File: config.mk
export PLATFORM = sky130hd
export DESIGN_NAME = adst_seq_ctrl
export DESIGN_NICKNAME = d
export VERILOG_FILES = /design/src/adst_pkg.sv /design/src/adst_seq_ctrl.sv
export VERILOG_INCLUDE_DIRS = /design/src
export SDC_FILE = /design/constraint.sdc
export NUM_CORES = 1
export LEC_CHECK = 0
export BUFFER_PORTS_ARGS = -buffer_cell sky130_fd_sc_hd__buf_2
export CORE_MARGIN = 2
export CORE_UTILIZATION = 35
export DETAILED_ROUTE_END_ITERATION = 12
export HOLD_SLACK_MARGIN = 0.1
export PLACE_DENSITY = 0.57
export SYNTH_ARGS = -nofsm -noshare
export SYNTH_HDL_FRONTEND = slang
export SYNTH_SLANG_ARGS = --single-unit
export TNS_END_PERCENT = 5
File: constraint.sdc
create_clock -name clk_sys -period 5.2 [get_ports clk_sys]
set_input_delay 0.52 -clock clk_sys [delete_from_list [all_inputs] [get_ports clk_sys]]
set_output_delay 0.52 -clock clk_sys [all_outputs]
set_load 0.01 [all_outputs]
File: src/adst_defs.svh
`ifndef ADST_DEFS_SVH
`define ADST_DEFS_SVH
// Register byte addresses
`define ADST_OFS_IBUF    32'h40081400
`define ADST_OFS_SEQ     32'h40086088
`define ADST_OFS_SEQCFG  32'h4008608C
`define ADST_OFS_CMP     32'h40086098
`define ADST_OFS_CNV     32'h4008609C
`define ADST_OFS_TEMP    32'h40087830
`define ADST_OFS_REF     32'h40087834
// Upper address page of the narrow registers
`define ADST_NARROW_PAGE 20'h40081
// Link latency in cycles for word and narrow registers
`define ADST_LAT_WORD    4'h8
`define ADST_LAT_BYTE    4'h5
// Reset values, internal-channel timing preset, single-ended code and halt delay
`define ADST_RST_IBUF    16'h000F
`define ADST_RST_SEQCFG  32'h0008C631
`define ADST_RST_CNV     32'h000A0014
`define ADST_AUTO_CNV    32'h007D00FA
`define ADST_SINGLE_END  5'h11
`define ADST_HALT_DELAY  8'hFF
// Positive selector codes
`define ADST_CH_TEMP     5'h16
`define ADST_CH_IOVDD    5'h19
`define ADST_CH_AVDD     5'h1A
`define ADST_CH_CMP      5'h04
// Field positions
`define ADST_RESTART_BIT 31
`define ADST_ENABLE_BIT  30
`define ADST_MASK_MSB    28
`define ADST_DELAY_MSB   27
`define ADST_DELAY_LSB   20
`define ADST_NEG6_LSB    15
`define ADST_NEG4_LSB    10
`define ADST_NEG2_LSB    5
`define ADST_NEG0_LSB    0
`define ADST_THR_MSB     17
`define ADST_THR_LSB     2
`define ADST_DIR_BIT     1
`define ADST_CEN_BIT     0
`define ADST_ACQ_MSB     25
`define ADST_ACQ_LSB     16
`define ADST_DIV_MSB     9
// Reference tick: clock and reference rates in MHz
`define ADST_CLK_MHZ     9'h0FA
`define ADST_REF_MHZ     9'h014
`endif

File: src/adst_pkg.sv
package adst_pkg;
  // Sequencer states, one-hot
  typedef enum logic [2:0] {
    ADST_IDLE = 3'b001,
    ADST_RUN  = 3'b010,
    ADST_GAP  = 3'b100
  } adst_state_type;
  // Register access request over the die link
  typedef struct packed {
    logic        req;
    logic        we;
    logic [31:0] addr;
    logic [31:0] wdata;
  } adst_reg_req_type;
  // Conversion request toward the converter core
  typedef struct packed {
    logic       start;
    logic [4:0] pos;
    logic [4:0] neg;
  } adst_conv_type;
endpackage : adst_pkg

File: src/adst_seq_ctrl.sv
// Functional notes
// - Restart bit jumps to first included channel
// - Enable bit starts automatic channel sequencing
// - 29-bit mask selects channels in sequence
// - Delay field pauses 0-254 units between sequences
// - Delay 255 halts after one sequence
// - Negative input fields for AIN0/2/4/6, 0x11 single
// - Channel 4 compared to threshold when enabled
// - Direction bit picks below or above test
// - Conversion rate is 20 MHz over divider
// - Acquisition time is count over 20 MHz
// - Internal single conversions load 80 kSPS timing while sequencer idle
// - Sequencer never alters the timing register
// - Link access takes 8 or 5 cycles
// - Codes 0x16/0x19/0x1A are internal channels
`timescale 1ns/1ps
`include "adst_defs.svh"

module adst_seq_ctrl (
  input  wire logic                      clk_sys,
  input  wire logic                      reset,
  input  wire adst_pkg::adst_reg_req_type reg_in,
  output logic                           reg_busy,
  output logic                           reg_ack,
  output logic [31:0]                    reg_rdata,
  input  wire logic                      single_start,
  input  wire logic [4:0]                single_pos,
  output adst_pkg::adst_conv_type        conv_out,
  output logic                           conv_acquire,
  output logic [9:0]                     conv_rate_divider,
  output logic [9:0]                     conv_acquisition_count,
  input  wire logic                      conv_done,
  input  wire logic [15:0]               conv_data,
  output logic                           seq_active,
  output logic                           compare_flag,
  output logic [15:0]                    ibuf_ctrl,
  output logic [7:0]                     temp_ctrl,
  output logic [7:0]                     ref_ctrl
);
  import adst_pkg::*;

  ////////////////////////////////////////////////////////////////
  // Register file and die link
  logic [28:0] seq_mask;          // Channel inclusion mask
  logic [31:0] seq_cfg;           // Delay and negative inputs
  logic [17:0] cmp_cfg;           // Threshold, direction, enable
  logic [31:0] cnv_timing;        // Acquisition and divider
  logic [3:0]  link_cnt;          // Cycles left in link access
  logic        link_we;           // Latched access kind
  logic [31:0] link_addr;         // Latched address
  logic [31:0] link_wdata;        // Latched write data
  logic        seq_enable_pulse;  // Enable bit written
  logic        seq_restart_pulse; // Restart bit written
  logic [28:0] next_seq_mask;
  logic [31:0] next_seq_cfg;
  logic [17:0] next_cmp_cfg;
  logic [31:0] next_cnv_timing;
  logic [15:0] next_ibuf_ctrl;
  logic [7:0]  next_temp_ctrl;
  logic [7:0]  next_ref_ctrl;
  logic [3:0]  next_link_cnt;
  logic        next_link_we;
  logic [31:0] next_link_addr;
  logic [31:0] next_link_wdata;
  logic        next_reg_ack;
  logic [31:0] next_reg_rdata;
  logic        next_enable_pulse;
  logic        next_restart_pulse;
  logic        taken;             // Request accepted this cycle
  logic        commit;            // Access completes this cycle
  logic        cmp_hit;           // Comparator condition true
  logic        auto_load;         // Internal single conversion

  assign reg_busy = (link_cnt != 4'h0);
  assign taken    = reg_in.req && !reg_busy;
  assign commit   = (link_cnt == 4'h1);
  // Timing preset only for single conversions outside sequencing
  assign auto_load = single_start && !seq_active &&
    (single_pos == `ADST_CH_TEMP || single_pos == `ADST_CH_IOVDD ||
     single_pos == `ADST_CH_AVDD);

  // Next values of registers and link state
  always_comb begin
    next_seq_mask      = seq_mask;
    next_seq_cfg       = seq_cfg;
    next_cmp_cfg       = cmp_cfg;
    next_cnv_timing    = cnv_timing;
    next_ibuf_ctrl     = ibuf_ctrl;
    next_temp_ctrl     = temp_ctrl;
    next_ref_ctrl      = ref_ctrl;
    next_link_we       = link_we;
    next_link_addr     = link_addr;
    next_link_wdata    = link_wdata;
    next_link_cnt      = link_cnt;
    next_reg_ack       = 1'b0;
    next_reg_rdata     = reg_rdata;
    next_enable_pulse  = 1'b0;
    next_restart_pulse = 1'b0;
    if (taken) begin
      // Latency depends on the register class
      next_link_we    = reg_in.we;
      next_link_addr  = reg_in.addr;
      next_link_wdata = reg_in.wdata;
      if (reg_in.addr[31:12] == `ADST_NARROW_PAGE) begin
        next_link_cnt = `ADST_LAT_BYTE;
      end else begin
        next_link_cnt = `ADST_LAT_WORD;
      end
    end else if (reg_busy) begin
      next_link_cnt = link_cnt - 4'h1;
    end
    if (auto_load) begin
      // Preset to 80 kSPS
      next_cnv_timing = `ADST_AUTO_CNV;
    end
    if (commit) begin
      next_reg_ack   = 1'b1;
      next_reg_rdata = 32'h0;
      case (link_addr)
        `ADST_OFS_SEQ: begin
          // Control bits read as zero, only mask reads back
          next_reg_rdata = {3'h0, seq_mask};
          if (link_we) begin
            next_seq_mask      = link_wdata[`ADST_MASK_MSB:0];
            next_enable_pulse  = link_wdata[`ADST_ENABLE_BIT];
            next_restart_pulse = link_wdata[`ADST_RESTART_BIT];
          end
        end
        `ADST_OFS_SEQCFG: begin
          next_reg_rdata = {4'h0, seq_cfg[27:0]};
          if (link_we) begin
            next_seq_cfg = {4'h0, link_wdata[27:0]};
          end
        end
        `ADST_OFS_CMP: begin
          next_reg_rdata = {14'h0, cmp_cfg};
          if (link_we) begin
            next_cmp_cfg = link_wdata[17:0];
          end
        end
        `ADST_OFS_CNV: begin
          // Shows preset value after an internal single conversion
          next_reg_rdata = cnv_timing;
          if (link_we) begin
            next_cnv_timing = link_wdata;
          end
        end
        `ADST_OFS_IBUF: begin
          next_reg_rdata = {16'h0, ibuf_ctrl};
          if (link_we) begin
            next_ibuf_ctrl = link_wdata[15:0];
          end
        end
        `ADST_OFS_TEMP: begin
          next_reg_rdata = {24'h0, temp_ctrl};
          if (link_we) begin
            next_temp_ctrl = link_wdata[7:0];
          end
        end
        `ADST_OFS_REF: begin
          next_reg_rdata = {24'h0, ref_ctrl};
          if (link_we) begin
            next_ref_ctrl = link_wdata[7:0];
          end
        end
        default: begin
          // Unmapped address reads zero, writes dropped
          next_reg_rdata = 32'h0;
        end
      endcase
    end
  end

  // Register storage
  always_ff @(posedge clk_sys) begin
    if (reset) begin
      seq_mask          <= 29'h0;
      seq_cfg           <= `ADST_RST_SEQCFG;
      cmp_cfg           <= 18'h0;
      cnv_timing        <= `ADST_RST_CNV;
      ibuf_ctrl         <= `ADST_RST_IBUF;
      temp_ctrl         <= 8'h0;
      ref_ctrl          <= 8'h0;
      link_cnt          <= 4'h0;
      link_we           <= 1'b0;
      link_addr         <= 32'h0;
      link_wdata        <= 32'h0;
      reg_ack           <= 1'b0;
      reg_rdata         <= 32'h0;
      seq_enable_pulse  <= 1'b0;
      seq_restart_pulse <= 1'b0;
    end else begin
      seq_mask          <= next_seq_mask;
      seq_cfg           <= next_seq_cfg;
      cmp_cfg           <= next_cmp_cfg;
      cnv_timing        <= next_cnv_timing;
      ibuf_ctrl         <= next_ibuf_ctrl;
      temp_ctrl         <= next_temp_ctrl;
      ref_ctrl          <= next_ref_ctrl;
      link_cnt          <= next_link_cnt;
      link_we           <= next_link_we;
      link_addr         <= next_link_addr;
      link_wdata        <= next_link_wdata;
      reg_ack           <= next_reg_ack;
      reg_rdata         <= next_reg_rdata;
      seq_enable_pulse  <= next_enable_pulse;
      seq_restart_pulse <= next_restart_pulse;
    end
  end

  assign conv_rate_divider      = cnv_timing[`ADST_DIV_MSB:0];
  assign conv_acquisition_count = cnv_timing[`ADST_ACQ_MSB:`ADST_ACQ_LSB];

  ////////////////////////////////////////////////////////////////
  // Sequencer
  adst_state_type state, next_state;
  logic [8:0] ref_acc, next_ref_acc; // Fractional 20 MHz generator
  logic       ref_tick;              // One 20 MHz reference period
  logic [9:0] per_cnt, next_per_cnt; // Ticks into conversion period
  logic       period_end;            // Conversion slot boundary
  logic [9:0] acq_cnt, next_acq_cnt; // Acquisition ticks remaining
  logic [7:0] gap_cnt, next_gap_cnt; // Delay units remaining
  logic [4:0] cur_ch, next_cur_ch;   // Channel of the next slot
  logic [4:0] last_ch, next_last_ch; // Channel last converted
  logic       next_acquire;
  logic       next_flag;
  adst_conv_type next_conv;
  logic       first_ok, above_ok;    // Search results valid
  logic [4:0] first_ch, above_ch;    // Search results
  logic [5:0] first_idx, above_idx;  // Raw search results, 0x3F when none

  // Lowest included channel at or above a start index
  function automatic logic [5:0] find_ch(input logic [28:0] mask,
                                         input logic [5:0]  from);
    logic [5:0] res;
    res = 6'h3F;
    for (int i = 28; i >= 0; i--) begin
      if (mask[i] && (6'(i) >= from)) begin
        res = 6'(i);
      end
    end
    return res;
  endfunction : find_ch

  // Ascending search from zero and from above the current slot
  always_comb begin
    {first_ok, first_ch} = {1'b0, 5'h0};
    {above_ok, above_ch} = {1'b0, 5'h0};
    first_idx = find_ch(seq_mask, 6'h0);
    above_idx = find_ch(seq_mask, {1'b0, cur_ch} + 6'h1);
    if (first_idx != 6'h3F) begin
      first_ok = 1'b1;
      first_ch = first_idx[4:0];
    end
    if (above_idx != 6'h3F) begin
      above_ok = 1'b1;
      above_ch = above_idx[4:0];
    end
  end

  // Reference tick: accumulate 20 per cycle, wrap at 250
  assign ref_tick   = (ref_acc + `ADST_REF_MHZ) >= `ADST_CLK_MHZ;
  assign period_end = ref_tick &&
    ((per_cnt + 10'h1) >= conv_rate_divider);
  assign cmp_hit = cmp_cfg[`ADST_CEN_BIT] && conv_done &&
    (last_ch == `ADST_CH_CMP) &&
    (cmp_cfg[`ADST_DIR_BIT] ?
      (cmp_cfg[`ADST_THR_MSB:`ADST_THR_LSB] > conv_data) :
      (cmp_cfg[`ADST_THR_MSB:`ADST_THR_LSB] < conv_data));

  // Next sequencer values
  always_comb begin
    next_state   = state;
    next_cur_ch  = cur_ch;
    next_last_ch = last_ch;
    next_gap_cnt = gap_cnt;
    next_conv    = '{start: 1'b0, pos: conv_out.pos, neg: conv_out.neg};
    next_ref_acc = ref_tick ? 9'(ref_acc + `ADST_REF_MHZ - `ADST_CLK_MHZ)
                            : 9'(ref_acc + `ADST_REF_MHZ);
    next_per_cnt = period_end ? 10'h0 : (ref_tick ? per_cnt + 10'h1 : per_cnt);
    next_acq_cnt = (ref_tick && acq_cnt != 10'h0) ? acq_cnt - 10'h1 : acq_cnt;
    // Set wins over the clear by a config write
    next_flag    = cmp_hit ||
      (compare_flag && !(commit && link_we && link_addr == `ADST_OFS_CMP));
    case (state)
      ADST_IDLE: begin
        if (seq_enable_pulse && first_ok) begin
          next_state  = ADST_RUN;
          next_cur_ch = first_ch;
        end
      end
      ADST_RUN: begin
        if (seq_restart_pulse) begin
          next_cur_ch = first_ch;
        end else if (!first_ok) begin
          next_state = ADST_IDLE;
        end else if (period_end) begin
          // Issue slot for the current channel
          next_conv.start = 1'b1;
          next_conv.pos   = cur_ch;
          next_last_ch    = cur_ch;
          next_acq_cnt    = conv_acquisition_count;
          case (cur_ch)
            5'h00: next_conv.neg = seq_cfg[`ADST_NEG0_LSB +: 5];
            5'h02: next_conv.neg = seq_cfg[`ADST_NEG2_LSB +: 5];
            5'h04: next_conv.neg = seq_cfg[`ADST_NEG4_LSB +: 5];
            5'h06: next_conv.neg = seq_cfg[`ADST_NEG6_LSB +: 5];
            default: next_conv.neg = `ADST_SINGLE_END;
          endcase
          if (above_ok) begin
            next_cur_ch = above_ch;
          end else if (seq_cfg[`ADST_DELAY_MSB:`ADST_DELAY_LSB] ==
                       `ADST_HALT_DELAY) begin
            next_state = ADST_IDLE;
          end else begin
            next_state   = ADST_GAP;
            next_gap_cnt = seq_cfg[`ADST_DELAY_MSB:`ADST_DELAY_LSB];
          end
        end
      end
      ADST_GAP: begin
        if (seq_restart_pulse || (period_end && gap_cnt == 8'h0)) begin
          next_state  = first_ok ? ADST_RUN : ADST_IDLE;
          next_cur_ch = first_ch;
        end else if (period_end) begin
          next_gap_cnt = gap_cnt - 8'h1;
        end
      end
      default: begin
        next_state = ADST_IDLE;
      end
    endcase
    next_acquire = (next_acq_cnt != 10'h0);
  end

  // Sequencer storage
  always_ff @(posedge clk_sys) begin
    if (reset) begin
      state        <= ADST_IDLE;
      ref_acc      <= 9'h0;
      per_cnt      <= 10'h0;
      acq_cnt      <= 10'h0;
      gap_cnt      <= 8'h0;
      cur_ch       <= 5'h0;
      last_ch      <= 5'h0;
      conv_out     <= '{start: 1'b0, pos: 5'h0, neg: `ADST_SINGLE_END};
      conv_acquire <= 1'b0;
      compare_flag <= 1'b0;
    end else begin
      state        <= next_state;
      ref_acc      <= next_ref_acc;
      per_cnt      <= next_per_cnt;
      acq_cnt      <= next_acq_cnt;
      gap_cnt      <= next_gap_cnt;
      cur_ch       <= next_cur_ch;
      last_ch      <= next_last_ch;
      conv_out     <= next_conv;
      conv_acquire <= next_acquire;
      compare_flag <= next_flag;
    end
  end

  assign seq_active = (state != ADST_IDLE);
endmodule : adst_seq_ctrl

Word-level counts from Yosys, hierarchy flattened
Cells that the tools add are included.
{ "word_totals": {"register_bits": 301, "in_bits": 91, "wordCells": 283} }
{ "op_classes": {"addsub": 7, "magnitude_cmp": 33, "eq_ne": 37, "mux": 104, "bitwise_logic": 6, "reduce_logical": 70} }
{ "op_table": {"columns": ["op", "n"], "rows": [
  ["6-bit two-way mux", 58],
  ["32-bit by 31-bit equality test with 1-bit output (second input constant)", 7],
  ["32-bit one-hot mux with 7 select lines", 1],
  ["32-bit two-way mux", 4],
  ["5-bit by 6-bit >= comparator with 1-bit output (first input constant)", 13],
  ["8-bit two-way mux", 7],
  ["10-bit two-way mux", 5],
  ["4-bit by 6-bit >= comparator with 1-bit output (first input constant)", 8],
  ["1-bit logical AND", 42],
  ["5-bit two-way mux", 8],
  ["3-bit by 6-bit >= comparator with 1-bit output (first input constant)", 4],
  ["3-bit two-way mux", 7],
  ["20-bit by 19-bit equality test with 1-bit output (second input constant)", 1],
  ["5-bit one-hot mux with 4 select lines", 1],
  ["10-bit nonzero test", 2],
  ["2-bit != test (second input constant)", 9],
  ["3-bit AND reduction", 6],
  ["16-bit > comparator", 1],
  ["16-bit less-than comparator", 1],
  ["8-bit one-hot mux with 2 select lines", 1],
  ["5-bit by 3-bit equality test with 1-bit output (second input constant)", 3],
  ["5-bit equality test (second input constant)", 3],
  ["3-bit != test (second input constant)", 5],
  ["5-bit one-hot mux with 3 select lines", 1],
  ["other kinds (39)", 59]
]} }

Longest topological paths before layout
{ "depth": {"ltp_word": 39, "ltp_mapped": 14} }

Worst setup path before layout
No wires, ideal clock.
{ "synth_path": {"path_kind": "register -> register", "startpoint": "register per_cnt[2]", "endpoint": "register cur_ch[4]", "arrival_ns": 3.367, "setup_slack_ns": 1.717, "path_stages_with_launch": 15, "synth_period_minus_slack_ns": 3.483, "path_cell_list": "dfxtp_1 -> nand3_1 -> or2_2 -> nor2_1 -> xor2_1 -> ha_1 -> o21a_1 -> nand4_1 -> o311a_1 -> a211oi_2 -> a211o_1 -> a21bo_2 -> a211oi_4 -> o221ai_1 -> o211a_1"} }
{ "synth_between": {"elab_chain_cells": 7} }
{ "synth_rtl": {"columns": ["item", "line_no", "rtl"], "rows": [
  ["start, declared", "adst_seq_ctrl.sv:219", "logic [9:0] per_cnt, next_per_cnt;"],
  ["start signal, assigned", "adst_seq_ctrl.sv:352", "per_cnt <= next_per_cnt;"],
  ["10-bit by 1-bit adder with 10-bit output (*)", "adst_seq_ctrl.sv:264", "((per_cnt + 10'h1) >= conv_rate_divider);"],
  ["10-bit >= comparator (*)", "adst_seq_ctrl.sv:264", null],
  ["1-bit logical AND (*)", "adst_seq_ctrl.sv:263", "assign period_end = ref_tick &&"],
  ["1-bit logical AND", "adst_seq_ctrl.sv:322", "if (seq_restart_pulse || (period_end && gap_cnt == 8'h0)) begin"],
  ["1-bit logical OR", "adst_seq_ctrl.sv:322", null],
  ["2-bit != test (no line)", null, null],
  ["6-bit AND reduction (no line) (*)", null, null],
  ["end signal, assigned", "adst_seq_ctrl.sv:355", "cur_ch <= next_cur_ch;"],
  ["end, declared", "adst_seq_ctrl.sv:223", "logic [4:0] cur_ch, next_cur_ch;"]
]} }
Every way passes the cells marked *; elsewhere a longest branch is shown, timed or not.
A chain may end at the register's enable or synchronous reset.

Final worst setup path
{ "layout_path": {"startpoint": "register cur_ch[1]", "endpoint": "register gap_cnt[0]"} }
{ "layout_between": {"elab_chain_cells": 36} }
{ "layout_rtl": {"columns": ["item", "line_no", "rtl"], "rows": [
  ["5-bit by 1-bit adder with 6-bit output (*)", "adst_seq_ctrl.sv:250", "above_idx = find_ch(seq_mask, {1'b0, cur_ch} + 6'h1);"],
  ["5-bit by 6-bit >= comparator with 1-bit output", "adst_seq_ctrl.sv:238", "if (mask[i] && (6'(i) >= from)) begin"],
  ["1-bit logical AND", "adst_seq_ctrl.sv:238", null],
  ["6-bit two-way mux (28 in a row)", "adst_seq_ctrl.sv:238", null],
  ["6-bit two-way mux (*)", "adst_seq_ctrl.sv:238", null],
  ["6-bit != test (*)", "adst_seq_ctrl.sv:255", "if (above_idx != 6'h3F) begin"],
  ["1-bit two-way mux (*)", "adst_seq_ctrl.sv:255", null],
  ["2-bit != test (no line) (*)", null, null],
  ["8-bit AND reduction (no line) (*)", null, null],
  ["end signal, assigned", "adst_seq_ctrl.sv:354", "gap_cnt <= next_gap_cnt;"],
  ["end, declared", "adst_seq_ctrl.sv:222", "logic [7:0] gap_cnt, next_gap_cnt;"]
]} }
Marked as above.

==> summary.txt <==
Timing
  • Worst-Margin Slew: around 1200 ps
  • Final Skew: 26.9 ps
  • Min Tclk post-route: around 4300 ps
  • RSZ-0062 raised after global routing: no
  • Hold Vio Cnt, Final: 0
  • Slew Limit Fails: 0
  • Fmax: between 0.2 and 0.25 GHz
  • Tcrit/Tclk final: between 80 and 90%
  • Final setup TNS: 0 ps
  • Slew HR: 23.0%
  • Worst hold margin: ~220 ps
  • Final setup fails: 0
  • Setup WS post-layout: around 900 ps

Place
  • Pre-CTS setup slack: 983 ps
  • HPWL after detailed placement: 37.6 mm
  • Placed Cells: around 2600
  • RePlAce Congestion: approximately 0.95
  • I/O Buffers: between 150 and 200

Setup path
  • CP endpoint kind: flip-flop
  • Most used cell, CP: nand3_1
  • Reg2reg setup slack: 920 ps
  • CP max stage cell: ha_1
  • CP required: 5660 ps
  • Crit path from: cur_ch[1]$_SDFFE_PP0P_
  • Crit Path Max Fanout: 19
  • WP buf/inv: 0
  • Critical path's top delay family: simple AND/OR/NAND/NOR gates
  • Crit-path max cell delay: 720 ps
  • R2r startpoint: cur_ch[1]$_SDFFE_PP0P_
  • CP Class: reg2reg
  • Crit-path cells: ha_1 -> and2_1 -> nand3_1 -> nand3_1 -> o211ai_1 -> or4b_4 -> nor3_4 -> a41oi_2 -> or3_1 -> a31oi_1
  • CP Launch Type: flip-flop
  • Crit path DAT: 4740 ps

Synth
  • Gate Count Post-Synth: ~2000
  • Synth Warn #: 0
  • Most used DFF post-synth: dfxtp_1
  • #FFs+latches synth: 300
  • Dominant combinational cell family by area after synthesis: simple AND/OR/NAND/NOR gates
  • Number of enable flip-flop cells after synthesis: 0
  • Post-synthesis adder-cell area fraction: between 3 and 4%
  • Synth Area in Simple Gates: between 20 and 25%
  • Yosys cell types: between 90 and 100
  • FFs w/ async S/R, synth: 0%
  • Syn Area/Cell: 7.80 µm²
  • Netlist Area Pre-Place: around 15000 µm²
  • Post-Synth XOR/XNOR Area: 2.35%
  • Post-synthesis sequential area ratio: roughly two fifths
  • Mux cell area share after synthesis: under 10%
  • Synth Net Count: 2087
  • Synth Area in Compound Gates: 19.2%

Drt
  • Residual DRC: 0
  • Wire per inst: roughly 20 µm
  • Avg Vias per Cell: between 5 and 6
  • Vias: approximately 14000
  • DR pass1 iterations: 6
  • Final wirelength: ~52 mm
  • Final ANT Viol Nets: 0
  • Initial DRC count: between 1000 and 1500

Global routing
  • Vias in the first global route: between 10000 and 15000
  • Pin count of the biggest net entering global routing: approximately 120
  • Total congestion overflow: 0
  • Initial antenna violation count: 0
  • First-pass GRT wire length: ~80 mm
  • Gr usage total: a little under a quarter

Clock network
  • Htree depth: 2
  • Skew-Pair Late Insertion Delay: approximately 540 ps
  • Num CTS Buffers: 35
  • Clk slew on worst S/H paths: about 60 ps
  • Post-CTS Resized: 0
  • Setup bufs post-CTS: 0
  • Clock sinks: 300
  • Root buf cell: clkbuf_16
  • Max Root-Sink Buffers: 3
  • TritonCTS clock tree: built
  • CTS Hold Bufs: 0

Floorplanning
  • Starting density of the core: 35.4%
  • Die Area: roughly 45000 µm²
  • Die Height: ~210 µm
  • Core area: 43100 µm²
  • Die Wd: between 200 and 250 µm
  • I/O pin total: between 150 and 200
  • Site Rows: between 70 and 80

Min path
  • Worst hold path type: in2reg
  • Min-delay src: reg_in[6]

Run status
  • Outcome: finished, final reports clean

Power
  • Clock network power share: a little over two fifths
  • PD cells: approximately 350 nW/µm²
  • Leak: between 0.006 and 0.007 µW
  • Gate power share: between 15 and 20%
  • Net Sw Frac: a little over 30%
  • VDD IR max: between 0.2 and 0.3 mV
  • Net Sw Power: between 1500 and 2000 µW
  • Internal power: 4240 µW
  • Sequential share of power: a little over two fifths

Layout
  • Layout cells sized above 1: approximately 16%
  • Most common cell after layout, fill and taps aside: nand2_1
  • Layout area overhead: 15.7%
  • Final net count: roughly 2200
  • Commonest cells after routing, fill and taps aside: nand2_1, dfxtp_1, a21oi_1, buf_2, nor2_1
  • Fill cells: approximately 4500
  • Post-Layout Cell Count: 2657
  • ANT cells: 0

Flow run
  • Max-cap viol count: 0
sequential cells by signal, summed over array words and instances, names as in the netlist, 10 cells and up:
register and flops:
seq_mask 29, acq_cnt 10, cmp_cfg 18, link_wdata 32
link_addr 32, ibuf_ctrl 16, seq_cfg 28, reg_rdata 32
cnv_timing 32, per_cnt 10
through the flow:
| stage | power, µW | util (%) | cell area [µm²] |
|---|---|---|---|
| floorplan | 3260 | - | 15300 |
| global placement | 3610 | 38.2 | 16500 |
| detailed placement | 3620 | 38.2 | 16500 |
| CTS | 6160 | 40.9 | 17600 |
| global route | 6380 | 40.9 | 17600 |
| finish | 6110 | 40.9 | 17600 |
synthesized netlist by cell type, types with 9 or more instances:
library cell / number / area, µm²
a31oi_1: 13 / 81.3
or3_1: 17 / 106
and3_1: 11 / 68.8
xnor2_1: 24 / 210
ha_1: 42 / 526
a21o_1: 11 / 82.6
nor4_1: 15 / 93.8
dfxtp_1: 300 / 6010
nor2_1: 164 / 616
a22o_1: 13 / 114
o21ai_0: 46 / 230
a22oi_1: 27 / 203
clkbuf_1: 117 / 439
nand3_1: 76 / 380
nand2b_1: 11 / 68.8
o21a_1: 10 / 75.1
nor3b_1: 9 / 67.6
buf_4: 27 / 203
inv_1: 56 / 210
nand2_1: 384 / 1440
mux2i_1: 54 / 541
a21oi_1: 256 / 1280
mux2_2: 12 / 135
xor2_1: 15 / 131
nand4_1: 13 / 81.3
and2_1: 11 / 68.8
nor3_1: 53 / 265
area by class of cell:
type / instances / area [µm²] / area share (%)
clock buffer: 47 / 1010 / 5.74
tap: 585 / 732 / 4.15
clock inverter: 15 / 175 / 0.993
timing repair buffer: 215 / 1160 / 6.58
multi-input combinational: 1439 / 8340 / 47.3
inverter: 56 / 210 / 1.19
sequential: 300 / 6010 / 34.0
kinds of logic after synthesis:
kind of cell,Yosys count
muxes,69
AOI/OAI and AO/OA,470
buffers and inverters,215
xor gates and xnor gates,40
DFF,300
adders and majority gates,43
and+or+nand+nor,817
tightest hold or removal path, delay by kind of cell:
kind	cells	cell delay [ps]
buffers and inverters	1	100
AOI/OAI and AO/OA	1	50
and+or+nand+nor	1	50
metal layers:
layer | GRT usage, % | vias up | share of wire (%)
li1 | - | 6985 | -
met1 | 30.1 | 6904 | 44
met2 | 36.9 | 506 | 45
met3 | 4.85 | 92 | 7.5
met4 | 8.17 | 0 | 3.3
met5 | 0 | - | 0
path summary, 6_finish.rpt:
| path | end | cells past startpoint |
|---|---|---|
| worst max-delay path | gap_cnt[0]$_SDFFE_PP0P_ | 10 |
| worst min-delay path | link_wdata[6]$_SDFFE_PP0P_ | 3 |
| worst max register to register | gap_cnt[0]$_SDFFE_PP0P_ | 10 |
| worst min register to register | reg_rdata[30]$_SDFFE_PP0P_ | 2 |
power by group through the flow:
| stage | Clock, µW | Combinational [µW] | Sequential (µW) |
|---|---|---|---|
| global route | 2690 | 1040 | 2650 |
| global placement | 0 | 930 | 2680 |
| finish | 2540 | 936 | 2630 |
| CTS | 2590 | 943 | 2630 |
| detailed placement | 0 | 941 | 2680 |
| floorplan | 0 | 704 | 2550 |
Note: power is estimated with default switching activity, not from simulation.
